`src/bod_pkg.sv`:
```
// Purpose: Shared constants and types for the byte opcode decoder
// Assumes: Avalon-MM byte addresses, one 32-bit word per register
// Notes: Class codes are read back through the decode result register
package bod_pkg;

    // Register byte offsets
    localparam logic [4:0] BOD_OFF_INSTR = 5'h00;
    localparam logic [4:0] BOD_OFF_DECODE = 5'h04;
    localparam logic [4:0] BOD_OFF_PC = 5'h08;
    localparam logic [4:0] BOD_OFF_SP = 5'h0C;
    localparam logic [4:0] BOD_OFF_PSW = 5'h10;
    localparam logic [4:0] BOD_OFF_MBF = 5'h14;

    // Decode result field positions
    localparam int BOD_DEC_CLASS_LSB = 0;
    localparam int BOD_DEC_REG_LSB = 6;
    localparam int BOD_DEC_PTR_BIT = 9;
    localparam int BOD_DEC_PORT_LSB = 10;
    localparam int BOD_DEC_PAGE_LSB = 13;
    localparam int BOD_DEC_ABIT_LSB = 16;
    localparam int BOD_DEC_TWO_BIT = 19;
    localparam int BOD_DEC_ROW_LSB = 20;
    localparam int BOD_DEC_COL_LSB = 24;

    // Reset values
    localparam logic [11:0] BOD_PC_RST = 12'h000;
    localparam logic [2:0] BOD_SP_RST = 3'h0;
    localparam logic [7:0] BOD_PSW_RST = 8'h00;
    localparam logic [7:0] BOD_OPCODE_RST = 8'h00;

    // Stack geometry: {psw[7:4], bank flag, pc[11:0]}
    localparam int BOD_STACK_DEPTH = 8;
    localparam int BOD_STACK_W = 17;
    localparam int BOD_PSW_UP_LSB = 4;
    localparam int BOD_PC_LO_BYTE = 8;
    localparam int BOD_PC_HI_W = 4;
    localparam logic [3:0] BOD_EXP_PORT_BASE = 4'h4;

    typedef logic [BOD_STACK_W-1:0] bod_entry_t;

    typedef enum logic [5:0] {
        BOD_NOP, BOD_HALT, BOD_STOP, BOD_BLANK, BOD_OTHER,
        BOD_REG_INC, BOD_REG_DEC, BOD_REG_XCH, BOD_REG_OR, BOD_REG_AND,
        BOD_REG_XOR, BOD_REG_ADD, BOD_REG_ADD_WITH_CARRY, BOD_REG_FROM_ACC,
        BOD_REG_LOAD_IMM, BOD_REG_TO_ACC, BOD_DECREMENT_BRANCH_NONZERO,
        BOD_EXP_READ, BOD_EXP_WRITE, BOD_EXP_OR, BOD_EXP_AND,
        BOD_JUMP, BOD_CALL, BOD_ACC_BIT_BRANCH, BOD_SELECT_REGISTER_BANK_ZERO,
        BOD_ACC_ZERO_BRANCH, BOD_TIMER_READ, BOD_TIMER_LOAD,
        BOD_EVENT_COUNT_START, BOD_TIMER_RUN_START, BOD_TIMER_HALT,
        BOD_T0_CLOCK_EN, BOD_PAGE_TABLE_READ, BOD_PAGE3_TABLE_READ,
        BOD_INDIRECT_JUMP, BOD_RETURN, BOD_RETURN_RESTORE,
        BOD_INT_LOW_BRANCH, BOD_EXT_READ, BOD_EXT_WRITE, BOD_IND_INC,
        BOD_ACC_DEC, BOD_ACC_INC, BOD_ACC_CLR, BOD_ACC_CPL, BOD_ACC_SWAP,
        BOD_ACC_DA, BOD_ACC_RRC, BOD_ACC_RR, BOD_ACC_RL, BOD_ACC_RLC,
        BOD_BUS_STROBE_IN, BOD_P1_IN, BOD_P2_IN, BOD_BUS_OUT,
        BOD_P1_OUT, BOD_P2_OUT
    } bod_class_e;

    typedef struct packed {
        bod_class_e op_class;
        logic [2:0] working_register_index;
        logic pointer_sel;
        logic [2:0] expander_port_select;
        logic [2:0] page;
        logic [2:0] acc_bit;
        logic two_byte;
    } bod_dec_s;

endpackage

```
`src/bod_stack_if.sv`:
```
// Purpose: Carries push and peek traffic between decoder core and stack
// Assumes: One push per clock at most
// Notes: Read side is combinational from the stored entries
`timescale 1ns/1ps
`default_nettype none
interface bod_stack_if;
    logic push;
    logic [2:0] wr_idx;
    bod_pkg::bod_entry_t wr_data;
    logic [2:0] rd_idx;
    bod_pkg::bod_entry_t rd_data;

    modport core (output push, output wr_idx, output wr_data, output rd_idx, input rd_data);
    modport store (input push, input wr_idx, input wr_data, input rd_idx, output rd_data);
endinterface
`default_nettype wire

```
`src/bod_decoder.sv`:
```
// Purpose: Opcode byte decoder with call and return stack handling
// Assumes: Avalon-MM slave, 32-bit data, byte addresses, waitrequest
// Notes: Writing the instruction register decodes and executes flow ops
//
// Decided for this implementation: the Avalon-MM register port and the register offsets.
`timescale 1ns/1ps
`default_nettype none
module bod_decoder (
    input wire logic clock,
    input wire logic rst_n,
    input wire logic [4:0] address,
    input wire logic read,
    input wire logic write,
    input wire logic [3:0] byteenable,
    input wire logic [31:0] writedata,
    output logic [31:0] readdata,
    output logic waitrequest
);

    ////////////////////////////////////////////////////////////////////
    // Decode function shared by readback and execution
    function automatic bod_pkg::bod_dec_s decode(input logic [7:0] op);
        bod_pkg::bod_dec_s d;
        logic [3:0] row;
        logic [3:0] col;
        row = op[7:4];
        col = op[3:0];
        d.op_class = bod_pkg::BOD_OTHER;
        d.working_register_index = op[2:0];
        d.pointer_sel = op[0];
        d.expander_port_select = 3'(bod_pkg::BOD_EXP_PORT_BASE + {2'h0, op[1:0]});
        d.page = op[7:5];
        d.acc_bit = op[7:5];
        d.two_byte = 1'b0;
        case (op)
            // Unassigned codes become harmless single-cycle ops
            8'h06, 8'h0B, 8'h22, 8'h33, 8'h38, 8'h3B, 8'h63, 8'h66,
            8'h73, 8'h82, 8'h87, 8'h8B, 8'h9B, 8'hA2, 8'hA6, 8'hB7,
            8'hC0, 8'hC2, 8'hC3, 8'hD6, 8'hE0, 8'hE1, 8'hE2, 8'hF3: begin
                d.op_class = bod_pkg::BOD_BLANK;
            end
            8'h00: d.op_class = bod_pkg::BOD_NOP;
            8'h01: d.op_class = bod_pkg::BOD_HALT;
            8'hC1: d.op_class = bod_pkg::BOD_STOP;
            8'hC5: d.op_class = bod_pkg::BOD_SELECT_REGISTER_BANK_ZERO;
            8'hC6: begin
                d.op_class = bod_pkg::BOD_ACC_ZERO_BRANCH;
                d.two_byte = 1'b1;
            end
            8'h42: d.op_class = bod_pkg::BOD_TIMER_READ;
            8'h62: d.op_class = bod_pkg::BOD_TIMER_LOAD;
            8'h45: d.op_class = bod_pkg::BOD_EVENT_COUNT_START;
            8'h55: d.op_class = bod_pkg::BOD_TIMER_RUN_START;
            8'h65: d.op_class = bod_pkg::BOD_TIMER_HALT;
            8'h75: d.op_class = bod_pkg::BOD_T0_CLOCK_EN;
            8'hA3: d.op_class = bod_pkg::BOD_PAGE_TABLE_READ;
            8'hE3: d.op_class = bod_pkg::BOD_PAGE3_TABLE_READ;
            8'hB3: d.op_class = bod_pkg::BOD_INDIRECT_JUMP;
            8'h83: d.op_class = bod_pkg::BOD_RETURN;
            8'h93: d.op_class = bod_pkg::BOD_RETURN_RESTORE;
            8'h86: begin
                d.op_class = bod_pkg::BOD_INT_LOW_BRANCH;
                d.two_byte = 1'b1;
            end
            8'h80, 8'h81: d.op_class = bod_pkg::BOD_EXT_READ;
            8'h90, 8'h91: d.op_class = bod_pkg::BOD_EXT_WRITE;
            8'h10, 8'h11: d.op_class = bod_pkg::BOD_IND_INC;
            8'h02: d.op_class = bod_pkg::BOD_BUS_OUT;
            8'h08: d.op_class = bod_pkg::BOD_BUS_STROBE_IN;
            8'h09: d.op_class = bod_pkg::BOD_P1_IN;
            8'h0A: d.op_class = bod_pkg::BOD_P2_IN;
            8'h39: d.op_class = bod_pkg::BOD_P1_OUT;
            8'h3A: d.op_class = bod_pkg::BOD_P2_OUT;
            default: begin
                if (col[3]) begin
                    // Register column half, with expander ports in C-F
                    case (row)
                        4'h1: d.op_class = bod_pkg::BOD_REG_INC;
                        4'hC: d.op_class = bod_pkg::BOD_REG_DEC;
                        4'h2: d.op_class = bod_pkg::BOD_REG_XCH;
                        4'h4: d.op_class = bod_pkg::BOD_REG_OR;
                        4'h5: d.op_class = bod_pkg::BOD_REG_AND;
                        4'hD: d.op_class = bod_pkg::BOD_REG_XOR;
                        4'h6: d.op_class = bod_pkg::BOD_REG_ADD;
                        4'h7: d.op_class = bod_pkg::BOD_REG_ADD_WITH_CARRY;
                        4'hA: d.op_class = bod_pkg::BOD_REG_FROM_ACC;
                        4'hB: begin
                            d.op_class = bod_pkg::BOD_REG_LOAD_IMM;
                            d.two_byte = 1'b1;
                        end
                        4'hF: d.op_class = bod_pkg::BOD_REG_TO_ACC;
                        4'hE: begin
                            d.op_class = bod_pkg::BOD_DECREMENT_BRANCH_NONZERO;
                            d.two_byte = 1'b1;
                        end
                        4'h0: begin
                            if (col[2]) d.op_class = bod_pkg::BOD_EXP_READ;
                        end
                        4'h3: begin
                            if (col[2]) d.op_class = bod_pkg::BOD_EXP_WRITE;
                        end
                        4'h8: begin
                            if (col[2]) d.op_class = bod_pkg::BOD_EXP_OR;
                            else d.two_byte = 1'b1;
                        end
                        4'h9: begin
                            if (col[2]) d.op_class = bod_pkg::BOD_EXP_AND;
                            else d.two_byte = 1'b1;
                        end
                        default: d.op_class = bod_pkg::BOD_OTHER;
                    endcase
                end else if (col == 4'h4) begin
                    // Row parity picks jump or call
                    d.op_class = row[0] ? bod_pkg::BOD_CALL : bod_pkg::BOD_JUMP;
                    d.two_byte = 1'b1;
                end else if (col == 4'h2 && row[0]) begin
                    d.op_class = bod_pkg::BOD_ACC_BIT_BRANCH;
                    d.two_byte = 1'b1;
                end else if (col == 4'h7) begin
                    case (row)
                        4'h0: d.op_class = bod_pkg::BOD_ACC_DEC;
                        4'h1: d.op_class = bod_pkg::BOD_ACC_INC;
                        4'h2: d.op_class = bod_pkg::BOD_ACC_CLR;
                        4'h3: d.op_class = bod_pkg::BOD_ACC_CPL;
                        4'h4: d.op_class = bod_pkg::BOD_ACC_SWAP;
                        4'h5: d.op_class = bod_pkg::BOD_ACC_DA;
                        4'h6: d.op_class = bod_pkg::BOD_ACC_RRC;
                        4'h7: d.op_class = bod_pkg::BOD_ACC_RR;
                        4'hE: d.op_class = bod_pkg::BOD_ACC_RL;
                        4'hF: d.op_class = bod_pkg::BOD_ACC_RLC;
                        default: d.op_class = bod_pkg::BOD_OTHER;
                    endcase
                end else begin
                    // Remaining documented codes; immediates and branches take a byte
                    d.two_byte = (col == 4'h3) || (col == 4'h6);
                end
            end
        endcase
        return d;
    endfunction

    ////////////////////////////////////////////////////////////////////
    // State
    logic waitrequest_r;
    logic [31:0] readdata_r;
    logic [7:0] opcode_r;
    logic [7:0] operand_r;
    logic [11:0] pc_r;
    logic [2:0] stack_pointer_r;
    logic [7:0] program_status_word_r;
    logic memory_bank_flag_r;

    bod_stack_if stk ();
    bod_stack u_stack (
        .clock(clock),
        .rst_n(rst_n),
        .stk(stk)
    );

    logic req_take;
    logic wr_go;
    bod_pkg::bod_dec_s now_dec;
    bod_pkg::bod_dec_s exe_dec;
    logic exe_instr;
    logic do_call;
    logic do_jump;
    logic do_ret;
    logic do_return_restore_status;
    logic [2:0] sp_dec;
    logic [31:0] dec_word;

    // Request first seen; answer follows one cycle later
    assign req_take = (read || write) && waitrequest_r;
    assign wr_go = write && !waitrequest_r;
    assign now_dec = decode(opcode_r);
    assign exe_dec = decode(writedata[7:0]);
    assign exe_instr = wr_go && (address == bod_pkg::BOD_OFF_INSTR) && byteenable[0];
    assign do_call = exe_instr && (exe_dec.op_class == bod_pkg::BOD_CALL);
    assign do_jump = exe_instr && (exe_dec.op_class == bod_pkg::BOD_JUMP);
    assign do_ret = exe_instr && (exe_dec.op_class == bod_pkg::BOD_RETURN);
    assign do_return_restore_status = exe_instr && (exe_dec.op_class == bod_pkg::BOD_RETURN_RESTORE);
    assign sp_dec = stack_pointer_r - 3'h1;

    // Stack traffic: push at pointer, peek just below it
    assign stk.push = do_call;
    assign stk.wr_idx = stack_pointer_r;
    assign stk.wr_data = {program_status_word_r[7:bod_pkg::BOD_PSW_UP_LSB],
                          memory_bank_flag_r, pc_r};
    assign stk.rd_idx = sp_dec;

    // Decode readback word
    always_comb begin
        dec_word = '0;
        dec_word[bod_pkg::BOD_DEC_CLASS_LSB +: 6] = now_dec.op_class;
        dec_word[bod_pkg::BOD_DEC_REG_LSB +: 3] = now_dec.working_register_index;
        dec_word[bod_pkg::BOD_DEC_PTR_BIT] = now_dec.pointer_sel;
        dec_word[bod_pkg::BOD_DEC_PORT_LSB +: 3] = now_dec.expander_port_select;
        dec_word[bod_pkg::BOD_DEC_PAGE_LSB +: 3] = now_dec.page;
        dec_word[bod_pkg::BOD_DEC_ABIT_LSB +: 3] = now_dec.acc_bit;
        dec_word[bod_pkg::BOD_DEC_TWO_BIT] = now_dec.two_byte;
        dec_word[bod_pkg::BOD_DEC_ROW_LSB +: 4] = opcode_r[7:4];
        dec_word[bod_pkg::BOD_DEC_COL_LSB +: 4] = opcode_r[3:0];
    end

    ////////////////////////////////////////////////////////////////////
    // Bus handshake: one wait cycle per access
    always_ff @(posedge clock or negedge rst_n) begin
        if (!rst_n) begin
            waitrequest_r <= 1'b1;
        end else begin
            waitrequest_r <= !req_take;
        end
    end

    // Read data captured so it stands when waitrequest drops
    always_ff @(posedge clock or negedge rst_n) begin
        if (!rst_n) begin
            readdata_r <= '0;
        end else if (read && waitrequest_r) begin
            case (address)
                bod_pkg::BOD_OFF_INSTR: readdata_r <= {16'h0000, operand_r, opcode_r};
                bod_pkg::BOD_OFF_DECODE: readdata_r <= dec_word;
                bod_pkg::BOD_OFF_PC: readdata_r <= {20'h00000, pc_r};
                bod_pkg::BOD_OFF_SP: readdata_r <= {29'h00000000, stack_pointer_r};
                bod_pkg::BOD_OFF_PSW: readdata_r <= {24'h000000, program_status_word_r};
                bod_pkg::BOD_OFF_MBF: readdata_r <= {31'h00000000, memory_bank_flag_r};
                default: readdata_r <= 32'h00000000;
            endcase
        end
    end

    ////////////////////////////////////////////////////////////////////
    // Instruction register
    always_ff @(posedge clock or negedge rst_n) begin
        if (!rst_n) begin
            opcode_r <= bod_pkg::BOD_OPCODE_RST;
            operand_r <= 8'h00;
        end else if (wr_go && address == bod_pkg::BOD_OFF_INSTR) begin
            if (byteenable[0]) opcode_r <= writedata[7:0];
            if (byteenable[1]) operand_r <= writedata[15:8];
        end
    end

    // Program counter: software writes, jumps, calls and returns
    always_ff @(posedge clock or negedge rst_n) begin
        if (!rst_n) begin
            pc_r <= bod_pkg::BOD_PC_RST;
        end else if (do_call || do_jump) begin
            // Bit 11 comes from the bank flag, not the opcode
            pc_r <= {memory_bank_flag_r, exe_dec.page, writedata[15:8]};
        end else if (do_ret || do_return_restore_status) begin
            pc_r <= stk.rd_data[11:0];
        end else if (wr_go && address == bod_pkg::BOD_OFF_PC) begin
            if (byteenable[0]) pc_r[7:0] <= writedata[7:0];
            if (byteenable[1]) pc_r[11:8] <= writedata[11:8];
        end
    end

    // Stack pointer wraps within eight levels
    always_ff @(posedge clock or negedge rst_n) begin
        if (!rst_n) begin
            stack_pointer_r <= bod_pkg::BOD_SP_RST;
        end else if (do_call) begin
            stack_pointer_r <= stack_pointer_r + 3'h1;
        end else if (do_ret || do_return_restore_status) begin
            stack_pointer_r <= sp_dec;
        end else if (wr_go && address == bod_pkg::BOD_OFF_SP && byteenable[0]) begin
            stack_pointer_r <= writedata[2:0];
        end
    end

    // Status word: a plain return leaves it alone
    always_ff @(posedge clock or negedge rst_n) begin
        if (!rst_n) begin
            program_status_word_r <= bod_pkg::BOD_PSW_RST;
        end else if (do_return_restore_status) begin
            program_status_word_r[7:bod_pkg::BOD_PSW_UP_LSB] <=
                stk.rd_data[bod_pkg::BOD_STACK_W-1 -: 4];
        end else if (exe_instr && exe_dec.op_class == bod_pkg::BOD_SELECT_REGISTER_BANK_ZERO) begin
            program_status_word_r[bod_pkg::BOD_PSW_UP_LSB] <= 1'b0;
        end else if (wr_go && address == bod_pkg::BOD_OFF_PSW && byteenable[0]) begin
            program_status_word_r <= writedata[7:0];
        end
    end

    // Memory bank flag, steers bit 11 of call and jump targets
    always_ff @(posedge clock or negedge rst_n) begin
        if (!rst_n) begin
            memory_bank_flag_r <= 1'b0;
        end else if (wr_go && address == bod_pkg::BOD_OFF_MBF && byteenable[0]) begin
            memory_bank_flag_r <= writedata[0];
        end
    end

    assign readdata = readdata_r;
    assign waitrequest = waitrequest_r;

endmodule
`default_nettype wire

```
`src/bod_stack.sv`:
```
// Purpose: Eight-entry return stack held in flip-flops
// Assumes: Index wraps within three bits
// Notes: Entries are cleared at reset for a deterministic peek
`timescale 1ns/1ps
`default_nettype none
module bod_stack (
    input wire logic clock,
    input wire logic rst_n,
    bod_stack_if.store stk
);

    bod_pkg::bod_entry_t mem_r [bod_pkg::BOD_STACK_DEPTH];

    ////////////////////////////////////////////////////////////////////
    // Storage, written only on a push
    always_ff @(posedge clock or negedge rst_n) begin
        if (!rst_n) begin
            for (int i = 0; i < bod_pkg::BOD_STACK_DEPTH; i++) begin
                mem_r[i] <= '0;
            end
        end else if (stk.push) begin
            mem_r[stk.wr_idx] <= stk.wr_data;
        end
    end

    // Peek port for returns
    assign stk.rd_data = mem_r[stk.rd_idx];

endmodule
`default_nettype wire

```
`config.mk`:
```
export PLATFORM = sky130hd
export DESIGN_NAME = bod_decoder
export DESIGN_NICKNAME = d
export VERILOG_FILES = /design/src/bod_pkg.sv /design/src/bod_stack_if.sv /design/src/bod_decoder.sv /design/src/bod_stack.sv
export SDC_FILE = /design/constraint.sdc
export NUM_CORES = 1
export LEC_CHECK = 0
export BUFFER_PORTS_ARGS = -buffer_cell sky130_fd_sc_hd__buf_2
export CAP_MARGIN = 15
export CORE_UTILIZATION = 62
export CTS_CLUSTER_DIAMETER = 80
export CTS_CLUSTER_SIZE = 12
export DETAILED_ROUTE_END_ITERATION = 7
export PLACE_DENSITY = 0.81
export RECOVER_POWER = 50
export SYNTH_ARGS = -nofsm -noshare
export SYNTH_HDL_FRONTEND = slang
export SYNTH_HIERARCHICAL = 1
export SYNTH_SLANG_ARGS = --single-unit
```
`constraint.sdc`:
```
create_clock -name clock -period 5.31 [get_ports clock]
set_input_delay 1.062 -clock clock [delete_from_list [all_inputs] [get_ports clock]]
set_output_delay 1.062 -clock clock [all_outputs]
set_load 0.03 [all_outputs]
```
==> results.md, run 1 <==
* Clk pin slew, worst setup/hold paths at about 0.080 ns
* Status: finished, violations left
* Nets at between 1000 and 1500
* Critical Path RT at around 5.6 ns
* Setup crit start kind: input pin
* WS Path Type: input pin to flip-flop
* Die ar. at 20000 µm²
* Initial antenna violation count at 0
* Gate Count Post-Synth at roughly 1100
* Die height at between 100 and 150 µm
* Layout cells sized above 1 at 0.262
* Vias/cell at 6.87
* Routability cong. at 0.951
* Failing checks: max-capacitance violations, max-slew violations
* Clock root cell: clkbuf_16
* Worst setup path startpoint: writedata[5]
* Wire per inst at ~23 µm
* Synth-to-Final Area Change at 8.09%
* Hold WC Path Type: flip-flop to flip-flop
* IO Port Bufs at 55
* Postcts setup bufs at 0
* TritonCTS clock tree: built
* Fmax at roughly 220 MHz
* Crit share post-route at 0.873
* Syn Area/Cell at roughly 11 µm²
* Final Skew at ~0.010 ns
* Initial Util at 0.638
* Final Critical Period at 4.64 ns
* Synth Cell Area at roughly 12000 µm²
* Synthesis Warnings at 6
* Maxcap violations at 2
* Finished Layout Cells at ~1400
* H-tree levels at 4
* Iteration-0 DRC Markers at 853
* Worst Path Max Fanout at 16
* # DRC at 0
* Row cnt at 50
* Area of the core at around 19000 µm²
* CTS resizes at 0
* Slew HR at -0.990
* Total gr overflow at 0
* Chip width at approximately 140 µm
* Pwr Total at about 3600 µW
* First-pass GRT wire length at roughly 50000 µm
* Final Setup Violations at 0
* Final hold violations at 0
* HPWL after DPL at around 21000 µm
* Slew @ Worst Pin at approximately 3 ns
* DP Cell Count at 1363
* Total GRT Usage at 0.333
* Fin Setup TNS at 0 ns
* Worst-Skew Late Latency at 0.44 ns
* RSZ-0062 raised after global routing: false
* Total length of routed wires at 32000 µm
* Clk sinks at between 150 and 200
* Routed vias at 9589
* IO Pins at 78
* Antenna Nets Post-Route at 0
* Static Leak at 0.00601 µW
* Final slew viol count at around 150
* Max clock buf depth at 2
* Largest net degree at the start of global routing at ~120
* Origin of the critical flop-to-flop path: opcode_r[4]
* Vias in the first global route at between 9000 and 10000
* CTS buffer count at 17
* Peak supply drop at approximately 0.26 mV
* Pwr dens at 279 nW/µm²
* Critical path arrival at slightly below 5 ns
* Pre-antenna DRT Iters at 5
* ANT cells at 0
* Worst Min Path Start: waitrequest
* Hold buffers post-CTS at 0
* Worst setup EP type: flip-flop
* Fin util at 0.690
-- layout make-up --
cell class | count | area (µm²)
fill | 1383 | 5860
sequential | 194 | 4860
inverter | 24 | 90.1
clock inverter | 15 | 229
multi-input combinational | 798 | 6550
clock buffer | 17 | 425
timing repair buffer | 87 | 554
tap | 260 | 325
-- state kept, by name, summed over array words and instances, names as in the netlist --
| name | count |
|---|---|
| waitrequest | 1 |
| u_stack/mem_r | 128 |
| readdata | 25 |
| pc_r | 12 |
| program_status_word_r | 8 |
| opcode_r | 8 |
| operand_r | 8 |
| memory_bank_flag_r | 1 |
| stack_pointer_r | 3 |
-- cell usage in the layout, fill, tap and decap left out, types with 7 or more instances in the layout --
cell	n
nand3_1	31
nor3_1	18
buf_4	21
nand2b_1	8
mux2_4	10
and2_1	12
a22o_1	14
clkbuf_1	31
o22ai_1	12
clkbuf_16	17
a22oi_1	17
a21oi_1	49
nand2_1	83
a21o_1	7
o31ai_1	7
a211oi_1	13
mux2i_1	12
nor2b_1	25
nor4_1	8
mux4_1	18
buf_12	7
mux4_2	14
dfrtp_1	193
ha_1	12
and3_1	7
o21ai_0	63
inv_1	23
nor2_1	46
buf_2	26
mux2_2	154
nand4_1	12
or3_1	8
-- where the power goes --
part / leakage (µW) / internal [µW] / total (µW) / switching [µW]
Combinational: 0.00302 / 229 / 626 / 397
Sequential: 0.00267 / 1510 / 1630 / 112
Clock: 0.000317 / 738 / 1390 / 650
-- critical path, cell delays in order --
cell and delay, ns:
buf_2 0.25, inv_1 0.13, ha_1 0.35, o21a_1 0.22
o21ai_0 0.21, nor2_1 0.12, a2111oi_4 0.47, nand2_2 0.13
nor4_4 0.33, nand4b_1 0.18, inv_1 0.33, nand4b_2 0.65
mux2_2 0.53
-- path summary, 6_finish.rpt --
check / endpoint / slack [ns] / cells past startpoint
worst max-delay path: u_stack/mem_r[38] / 0.67 / 13
worst min register to register: waitrequest / 0.48 / 1
worst max register to register: readdata[4] / 1.62 / 11
worst min-delay path: waitrequest / 0.48 / 1
max in group asynchronous: operand_r[5] / 1.09 / 2
min in group asynchronous: u_stack/mem_r[100] / 1.52 / 1
-- layer usage --
metal | wire length, µm | track usage | vias up
met2 | 15800 | 0.546 | 504
met4 | 1010 | 0.145 | 0
met5 | 0 | 0 | -
met3 | 2110 | 0.0496 | 99
li1 | - | - | 4204
met1 | 13100 | 0.443 | 4782
-- per-stage QoR --
stage               hold slack [ns]  area [µm²]  worst slack, ns
floorplan                     0.470       12100            0.954
global placement              0.457       12400            0.359
detailed placement            0.470       12400            0.353
CTS                           0.489       13100            0.799
global route                  0.514       13000            0.345
finish                        0.484       13000            0.675
No activity file was read; power rests on OpenSTA's default activity.
==> run 2, diff against run 1 <==
--- a/config.mk
+++ b/config.mk
@@ -7,11 +7,13 @@
 export LEC_CHECK = 0
 export BUFFER_PORTS_ARGS = -buffer_cell sky130_fd_sc_hd__buf_2
 export CAP_MARGIN = 15
-export CORE_UTILIZATION = 62
+export CELL_PAD_IN_SITES_DETAIL_PLACEMENT = 1
+export CELL_PAD_IN_SITES_GLOBAL_PLACEMENT = 2
+export CORE_UTILIZATION = 45
 export CTS_CLUSTER_DIAMETER = 80
 export CTS_CLUSTER_SIZE = 12
 export DETAILED_ROUTE_END_ITERATION = 7
-export PLACE_DENSITY = 0.81
+export PLACE_DENSITY_LB_ADDON = 0.1
 export RECOVER_POWER = 50
 export SYNTH_ARGS = -nofsm -noshare
 export SYNTH_HDL_FRONTEND = slang
==> results.md, run 2 (same netlist as run 1, synthesis figures left out) <==
* Failing checks: max-capacitance violations, max-slew violations (unchanged)
* Layout cells sized above 1 at 0.288 (was 0.262)
* Total gr overflow at 0 (unchanged)
* Hold buffers post-CTS at 0 (unchanged)
* Maxcap violations at 1 (was 2)
* # DRC at 0 (unchanged)
* Antenna Nets Post-Route at 0 (unchanged)
* Peak supply drop at 0.220 mV (was 0.257 mV)
* H-tree levels at 4 (unchanged)
* Worst setup path startpoint: writedata[5] (unchanged)
* Static Leak at 0.00615 µW (was 0.00601 µW)
* Pre-antenna DRT Iters at 5 (unchanged)
* Die ar. at 27400 µm² (was 20000 µm²)
* Vias/cell at 6.28 (was 6.87)
* Critical path arrival at 4.77 ns (was 4.96 ns)
* Slew HR at -0.825 (was -0.990)
* Crit share post-route at 0.838 (was 0.873)
* Final hold violations at 0 (unchanged)
* Chip width at 166 µm (was 141 µm)
* R2R setup slack at 1.70 ns (was 1.62 ns)
* Row cnt at 59 (was 50)
* Critical path endpoint: u_stack/mem_r[109] (was u_stack/mem_r[38])
* Routability cong. at 0.888 (was 0.951)
* Setup crit start kind: input pin (unchanged)
* Most frequent cells in the layout: 193 x dfrtp_1, 154 x mux2_2, 83 x nand2_1 (unchanged)
* Max clock buf depth at 2 (unchanged)
* Worst setup EP type: flip-flop (unchanged)
* Synth-to-Final Area Change at 9.79% (was 8.09%)
* Worst-Skew Late Latency at 0.44 ns (about the same)
* Wire per inst at 24.3 µm (was 22.9 µm)
* IO Port Bufs at 55 (unchanged)
* Setup WS pre-CTS at 0.405 ns (was 0.353 ns)
* Fmax at 225 MHz (was 216 MHz)
* Clk sinks at 194 (unchanged)
* Fin util at 0.506 (was 0.690)
* Initial antenna violation count at 0 (unchanged)
* WS Path Type: input pin to flip-flop (unchanged)
* Nets at 1195 (was 1179)
* Commonest non-fill, non-tap cell in the layout: dfrtp_1 (unchanged)
* Hold WC Path Type: flip-flop to flip-flop (unchanged)
* CTS buffer count at 17 (unchanged)
* Area of the core at 26100 µm² (was 18900 µm²)
* Final worst slack at 0.859 ns (was 0.675 ns)
* Clock root cell: clkbuf_16 (unchanged)
* Final slew viol count at 110 (was 153)
* Fin Setup TNS at 0 ns (unchanged)
* Worst reg-to-reg path cell count at 10 (was 11)
* Largest net degree at the start of global routing at 110 (was 121)
* Final Setup Violations at 0 (unchanged)
* Largest register FFs at 128 (unchanged)
* Register area at 4860 µm² (unchanged)
* Layout fillers at 2822 (was 1383)
* Status: finished, violations left (unchanged)
* HPWL after DPL at 24600 µm (was 20700 µm)
* Worst R2R End: readdata[1] (was readdata[4])
* Origin of the critical flop-to-flop path: opcode_r[0] (was opcode_r[4])
* Footprint of the multi-input gates at 6560 µm² (was 6550 µm²)
* Total length of routed wires at 36100 µm (was 32000 µm)
* RSZ-0062 raised after global routing: false (unchanged)
* Pwr dens at 270 nW/µm² (was 279 nW/µm²)
* Slew @ Worst Pin at 2.74 ns (was 2.99 ns)
* Total GRT Usage at 0.271 (was 0.333)
* Final Critical Period at 4.45 ns (was 4.64 ns)
* Routed vias at 9332 (was 9589)
* Clk pin slew, worst setup/hold paths at 0.07 ns (was 0.08 ns)
* IO Pins at 78 (unchanged)
* Critical Path RT at 5.63 ns (was 5.64 ns)
* ANT cells at 0 (unchanged)
* Worst Path Max Fanout at 16 (unchanged)
* TritonCTS clock tree: built (unchanged)
* Postcts setup bufs at 0 (unchanged)
* CTS resizes at 0 (unchanged)
* Biggest register: u_stack/mem_r (unchanged)
* Vias in the first global route at 9885 (was 9265)
* First-pass GRT wire length at 58100 µm (was 51000 µm)
* Pwr Total at 3570 µW (was 3640 µW)
* Die height at 166 µm (was 141 µm)
* Initial Util at 0.461 (was 0.638)
* Iteration-0 DRC Markers at 542 (was 853)
* Final Skew at 0.0133 ns (was 0.0104 ns)
-- run 2: worst min-delay path by stage --
stage,from,cells after the start,to
3_5_place_dp,waitrequest,1,waitrequest
4_1_cts,waitrequest,1,waitrequest
3_3_place_gp,waitrequest,1,waitrequest
5_1_grt,waitrequest,1,waitrequest
6_report,waitrequest,1,waitrequest
2_1_floorplan,u_stack/mem_r[71],1,u_stack/mem_r[71]
-- run 2: cell type report --
cell class	count	area share
Sequential cell	194	0.367
Inverter	24	0.00681
Clock inverter	14	0.0123
Timing Repair Buffer	103	0.0542
Tap cell	335	0.0317
Multi-Input combinational cell	798	0.496
Clock buffer	18	0.0324
-- run 2: stage by stage --
stage | cells | cell area (µm²) | hold slack, ns
3_5_place_dp | 1454 | 12700 | 0.471
5_1_grt | 1486 | 13200 | 0.508
6_report | 1486 | 13200 | 0.485
4_1_cts | 1486 | 13300 | 0.489
2_1_floorplan | 1123 | 12100 | 0.470
3_3_place_gp | 1454 | 12700 | 0.460
-- run 2: routing by layer --
| layer | global-route usage | share of wire | routed length [µm] | vias to the layer above |
|---|---|---|---|---|
| li1 | - | - | - | 4231 |
| met1 | 0.369 | 0.46 | 16500 | 4892 |
| met2 | 0.455 | 0.50 | 17900 | 168 |
| met3 | 0.0399 | 0.029 | 1040 | 41 |
| met4 | 0.0666 | 0.018 | 667 | 0 |
| met5 | 0 | 0 | 0 | - |
-- run 2: power breakdown --
group	internal, µW	total (µW)	leakage (µW)	switching, µW
Sequential	1510	1630	0.00267	121
Clock	635	1280	0.000282	644
Combinational	241	658	0.00319	417
Total	2390	3570	0.00615	1180
-- run 2: critical path, cell delays in order --
cell      delay (ns)
buf_2           0.09
buf_4           0.19
ha_1            0.38
buf_4           0.25
buf_4           0.13
nand2b_1        0.08
o211a_1         0.24
o211a_1         0.14
a211oi_1        0.24
and4_1          0.22
o31a_1          0.18
nand4b_1        0.19
inv_1           0.36
nor4bb_4        0.43
buf_12          0.22
mux2_2          0.36
==> run 3, diff against run 2 <==
--- a/config.mk
+++ b/config.mk
@@ -5,11 +5,12 @@
 export SDC_FILE = /design/constraint.sdc
 export NUM_CORES = 1
 export LEC_CHECK = 0
+export ABC_AREA = 1
 export BUFFER_PORTS_ARGS = -buffer_cell sky130_fd_sc_hd__buf_2
 export CAP_MARGIN = 15
 export CELL_PAD_IN_SITES_DETAIL_PLACEMENT = 1
 export CELL_PAD_IN_SITES_GLOBAL_PLACEMENT = 2
-export CORE_UTILIZATION = 45
+export CORE_UTILIZATION = 35
 export CTS_CLUSTER_DIAMETER = 80
 export CTS_CLUSTER_SIZE = 12
 export DETAILED_ROUTE_END_ITERATION = 7
==> constraint.sdc (replaced) <==
create_clock -name clock -period 4.2 [get_ports clock]
set_input_delay 0.84 -clock clock [delete_from_list [all_inputs] [get_ports clock]]
set_output_delay 0.84 -clock clock [all_outputs]
set_load 0.03 [all_outputs]
==> results.md, run 3 <==
* Status: finished, violations left (unchanged)
* Failing checks: max-capacitance violations, max-slew violations (unchanged)
* Initial Util at 0.359 (was 0.461)
* Iteration-0 DRC Markers at 767 (was 542)
* Final slew viol count at 85 (was 110)
* Routability cong. at 0.920 (was 0.888)
* Fin Setup TNS at 0 ns (unchanged)
* Total length of routed wires at 42800 µm (was 36100 µm)
* Worst setup EP type: flip-flop (unchanged)
* Antenna Nets Post-Route at 0 (unchanged)
* Maxcap violations at 1 (unchanged)
* Worst Path Max Fanout at 32 (was 16)
* Setup crit start kind: input pin (unchanged)
* IO Pins at 78 (unchanged)
* Area of the core at 33800 µm² (was 26100 µm²)
* Total GRT Usage at 0.250 (was 0.271)
* Layout cells sized above 1 at 0.0844 (was 0.288)
* Footprint of the multi-input gates at 5900 µm² (was 6560 µm²)
* Critical path arrival at 3.99 ns (was 4.77 ns)
* H-tree levels at 4 (unchanged)
* Final Setup Violations at 0 (unchanged)
* Clock root cell: clkbuf_16 (unchanged)
* Routed vias at 11900 (was 9332)
* Layout fillers at 4517 (was 2822)
* Final Skew at 0.0121 ns (was 0.0133 ns)
* Peak supply drop at 0.284 mV (was 0.220 mV)
* Synth-to-Final Area Change at 11.4% (was 9.79%)
* Commonest non-fill, non-tap cell in the layout: nand2_1 (was dfrtp_1)
* Row cnt at 67 (was 59)
* Die height at 188 µm (was 166 µm)
* Gate Count Post-Synth at 1837 (was 1120)
* RSZ-0062 raised after global routing: false (unchanged)
* Wire per inst at 18.4 µm (was 24.3 µm)
* Register area at 4860 µm² (unchanged)
* Synthesis Warnings at 6 (unchanged)
* Nets at 1927 (was 1195)
* Fmax at 272 MHz
* M1 WL at 21900 µm (was 16500 µm)
* Final Critical Period at approximately 3.7 ns
* Most frequent cells in the layout: 656 x nand2_1, 242 x inv_1, 193 x dfrtp_1 (was 193 x dfrtp_1, 154 x mux2_2, 83 x nand2_1)
* TritonCTS clock tree: built (unchanged)
* First-pass GRT wire length at 68500 µm (was 58100 µm)
* IO Port Bufs at 55 (unchanged)
* Slew HR at -0.451 (was -0.825)
* CTS resizes at 0 (unchanged)
* Worst-Skew Late Latency at 0.45 ns (was 0.44 ns)
* Met2 WL post-DR at 18900 µm (was 17900 µm)
* Hold WC Path Type: flip-flop to flip-flop (unchanged)
* Largest register FFs at 128 (unchanged)
* Biggest register: u_stack/mem_r (unchanged)
* Crit share post-route at 0.875
* Final hold violations at 0 (unchanged)
* Postcts setup bufs at 0 (unchanged)
* Fin util at 0.400 (was 0.506)
* ANT cells at 0 (unchanged)
* CTS buffer count at 17 (unchanged)
* Vias/cell at 5.12 (was 6.28)
* Clk pin slew, worst setup/hold paths at 0.08 ns (was 0.07 ns)
* Largest net degree at the start of global routing at 85 (was 110)
* Uppermost layer routed: met4 (unchanged)
* Vias in the first global route at 12100 (was 9885)
* Synth Cell Area at 12100 µm² (about the same)
* # DRC at 0 (unchanged)
* Critical Path RT at 4.51 ns (was 5.63 ns)
* Pwr dens at 345 nW/µm² (was 270 nW/µm²)
* Hold buffers post-CTS at 0 (unchanged)
* Clk sinks at 194 (unchanged)
* Total gr overflow at 0 (unchanged)
* Met3 wire length at 1580 µm (was 1040 µm)
* Syn Area/Cell at 6.60 µm² (was 10.8 µm²)
* HPWL after DPL at 30700 µm (was 24600 µm)
* Pre-antenna DRT Iters at 5 (unchanged)
* Chip width at 188 µm (was 166 µm)
* Die ar. at 35400 µm² (was 27400 µm²)
* Max clock buf depth at 2 (unchanged)
* Static Leak at 0.00680 µW (was 0.00615 µW)
* WS Path Type: input pin to flip-flop (unchanged)
* Initial antenna violation count at 0 (unchanged)
* Slew @ Worst Pin at 2.18 ns (was 2.74 ns)
==> run 3: metrics by stage <==
stage	power [µW]	cells	area (µm²)	setup slack, ns	hold slack, ns
5_1_grt	4910	2331	13500	0.154	0.501
6_report	4660	2331	13500	0.525	0.472
4_1_cts	4740	2331	13600	0.492	0.457
3_3_place_gp	3040	2299	13000	0.145	0.458
2_1_floorplan	2650	1840	12100	0.818	0.453
3_5_place_dp	3040	2299	13000	0.0575	0.462
==> run 3: worst paths after layout <==
kind | slack [ns] | to | from | cells past startpoint
worst max-delay path | 0.52 | u_stack/mem_r[23] | writedata[5] | 22
worst min-delay path | 0.47 | readdata[10] | readdata[10] | 2
worst max register to register | 0.88 | readdata[3] | opcode_r[7] | 17
worst min register to register | 0.47 | readdata[10] | readdata[10] | 2
max in group asynchronous | 0.99 | program_status_word_r[6] | rst_n | 2
min in group asynchronous | 1.00 | u_stack/mem_r[107] | rst_n | 1
==> run 3: critical path, stage by stage <==
cell      delay [ns]
buf_2           0.14
inv_1           0.19
ha_1            0.31
inv_1           0.08
nor2_2          0.34
buf_4           0.20
nand2_1         0.05
nand2_1         0.09
nor2_1          0.05
nand3_1         0.19
o21bai_1        0.11
nand2_1         0.12
nand2_2         0.12
nor2_4          0.14
inv_1           0.06
nor2_2          0.19
inv_1           0.08
nor2_2          0.16
nand3_1         0.15
buf_12          0.20
nand2_1         0.07
o21ai_0         0.08
==> run 3: layout make-up <==
cell class / instances / share of cell area
multi-input combinational: 1305 / 0.437
sequential: 194 / 0.359
inverter: 259 / 0.0721
timing repair buffer: 93 / 0.0467
tap: 448 / 0.0415
clock buffer: 18 / 0.0325
clock inverter: 14 / 0.0109
==> run 3: layer usage <==
layer | GRT usage | vias up
met1 | 0.367 | 5856
met4 | 0.0500 | 0
li1 | - | 5849
met3 | 0.0344 | 22
met5 | 0 | -
met2 | 0.391 | 209
==> run 3: power breakdown <==
| group | switching [µW] | internal (µW) |
|---|---|---|
| Clock | 808 | 856 |
| Sequential | 75.3 | 1920 |
| Combinational | 748 | 251 |
| Total | 1630 | 3030 |
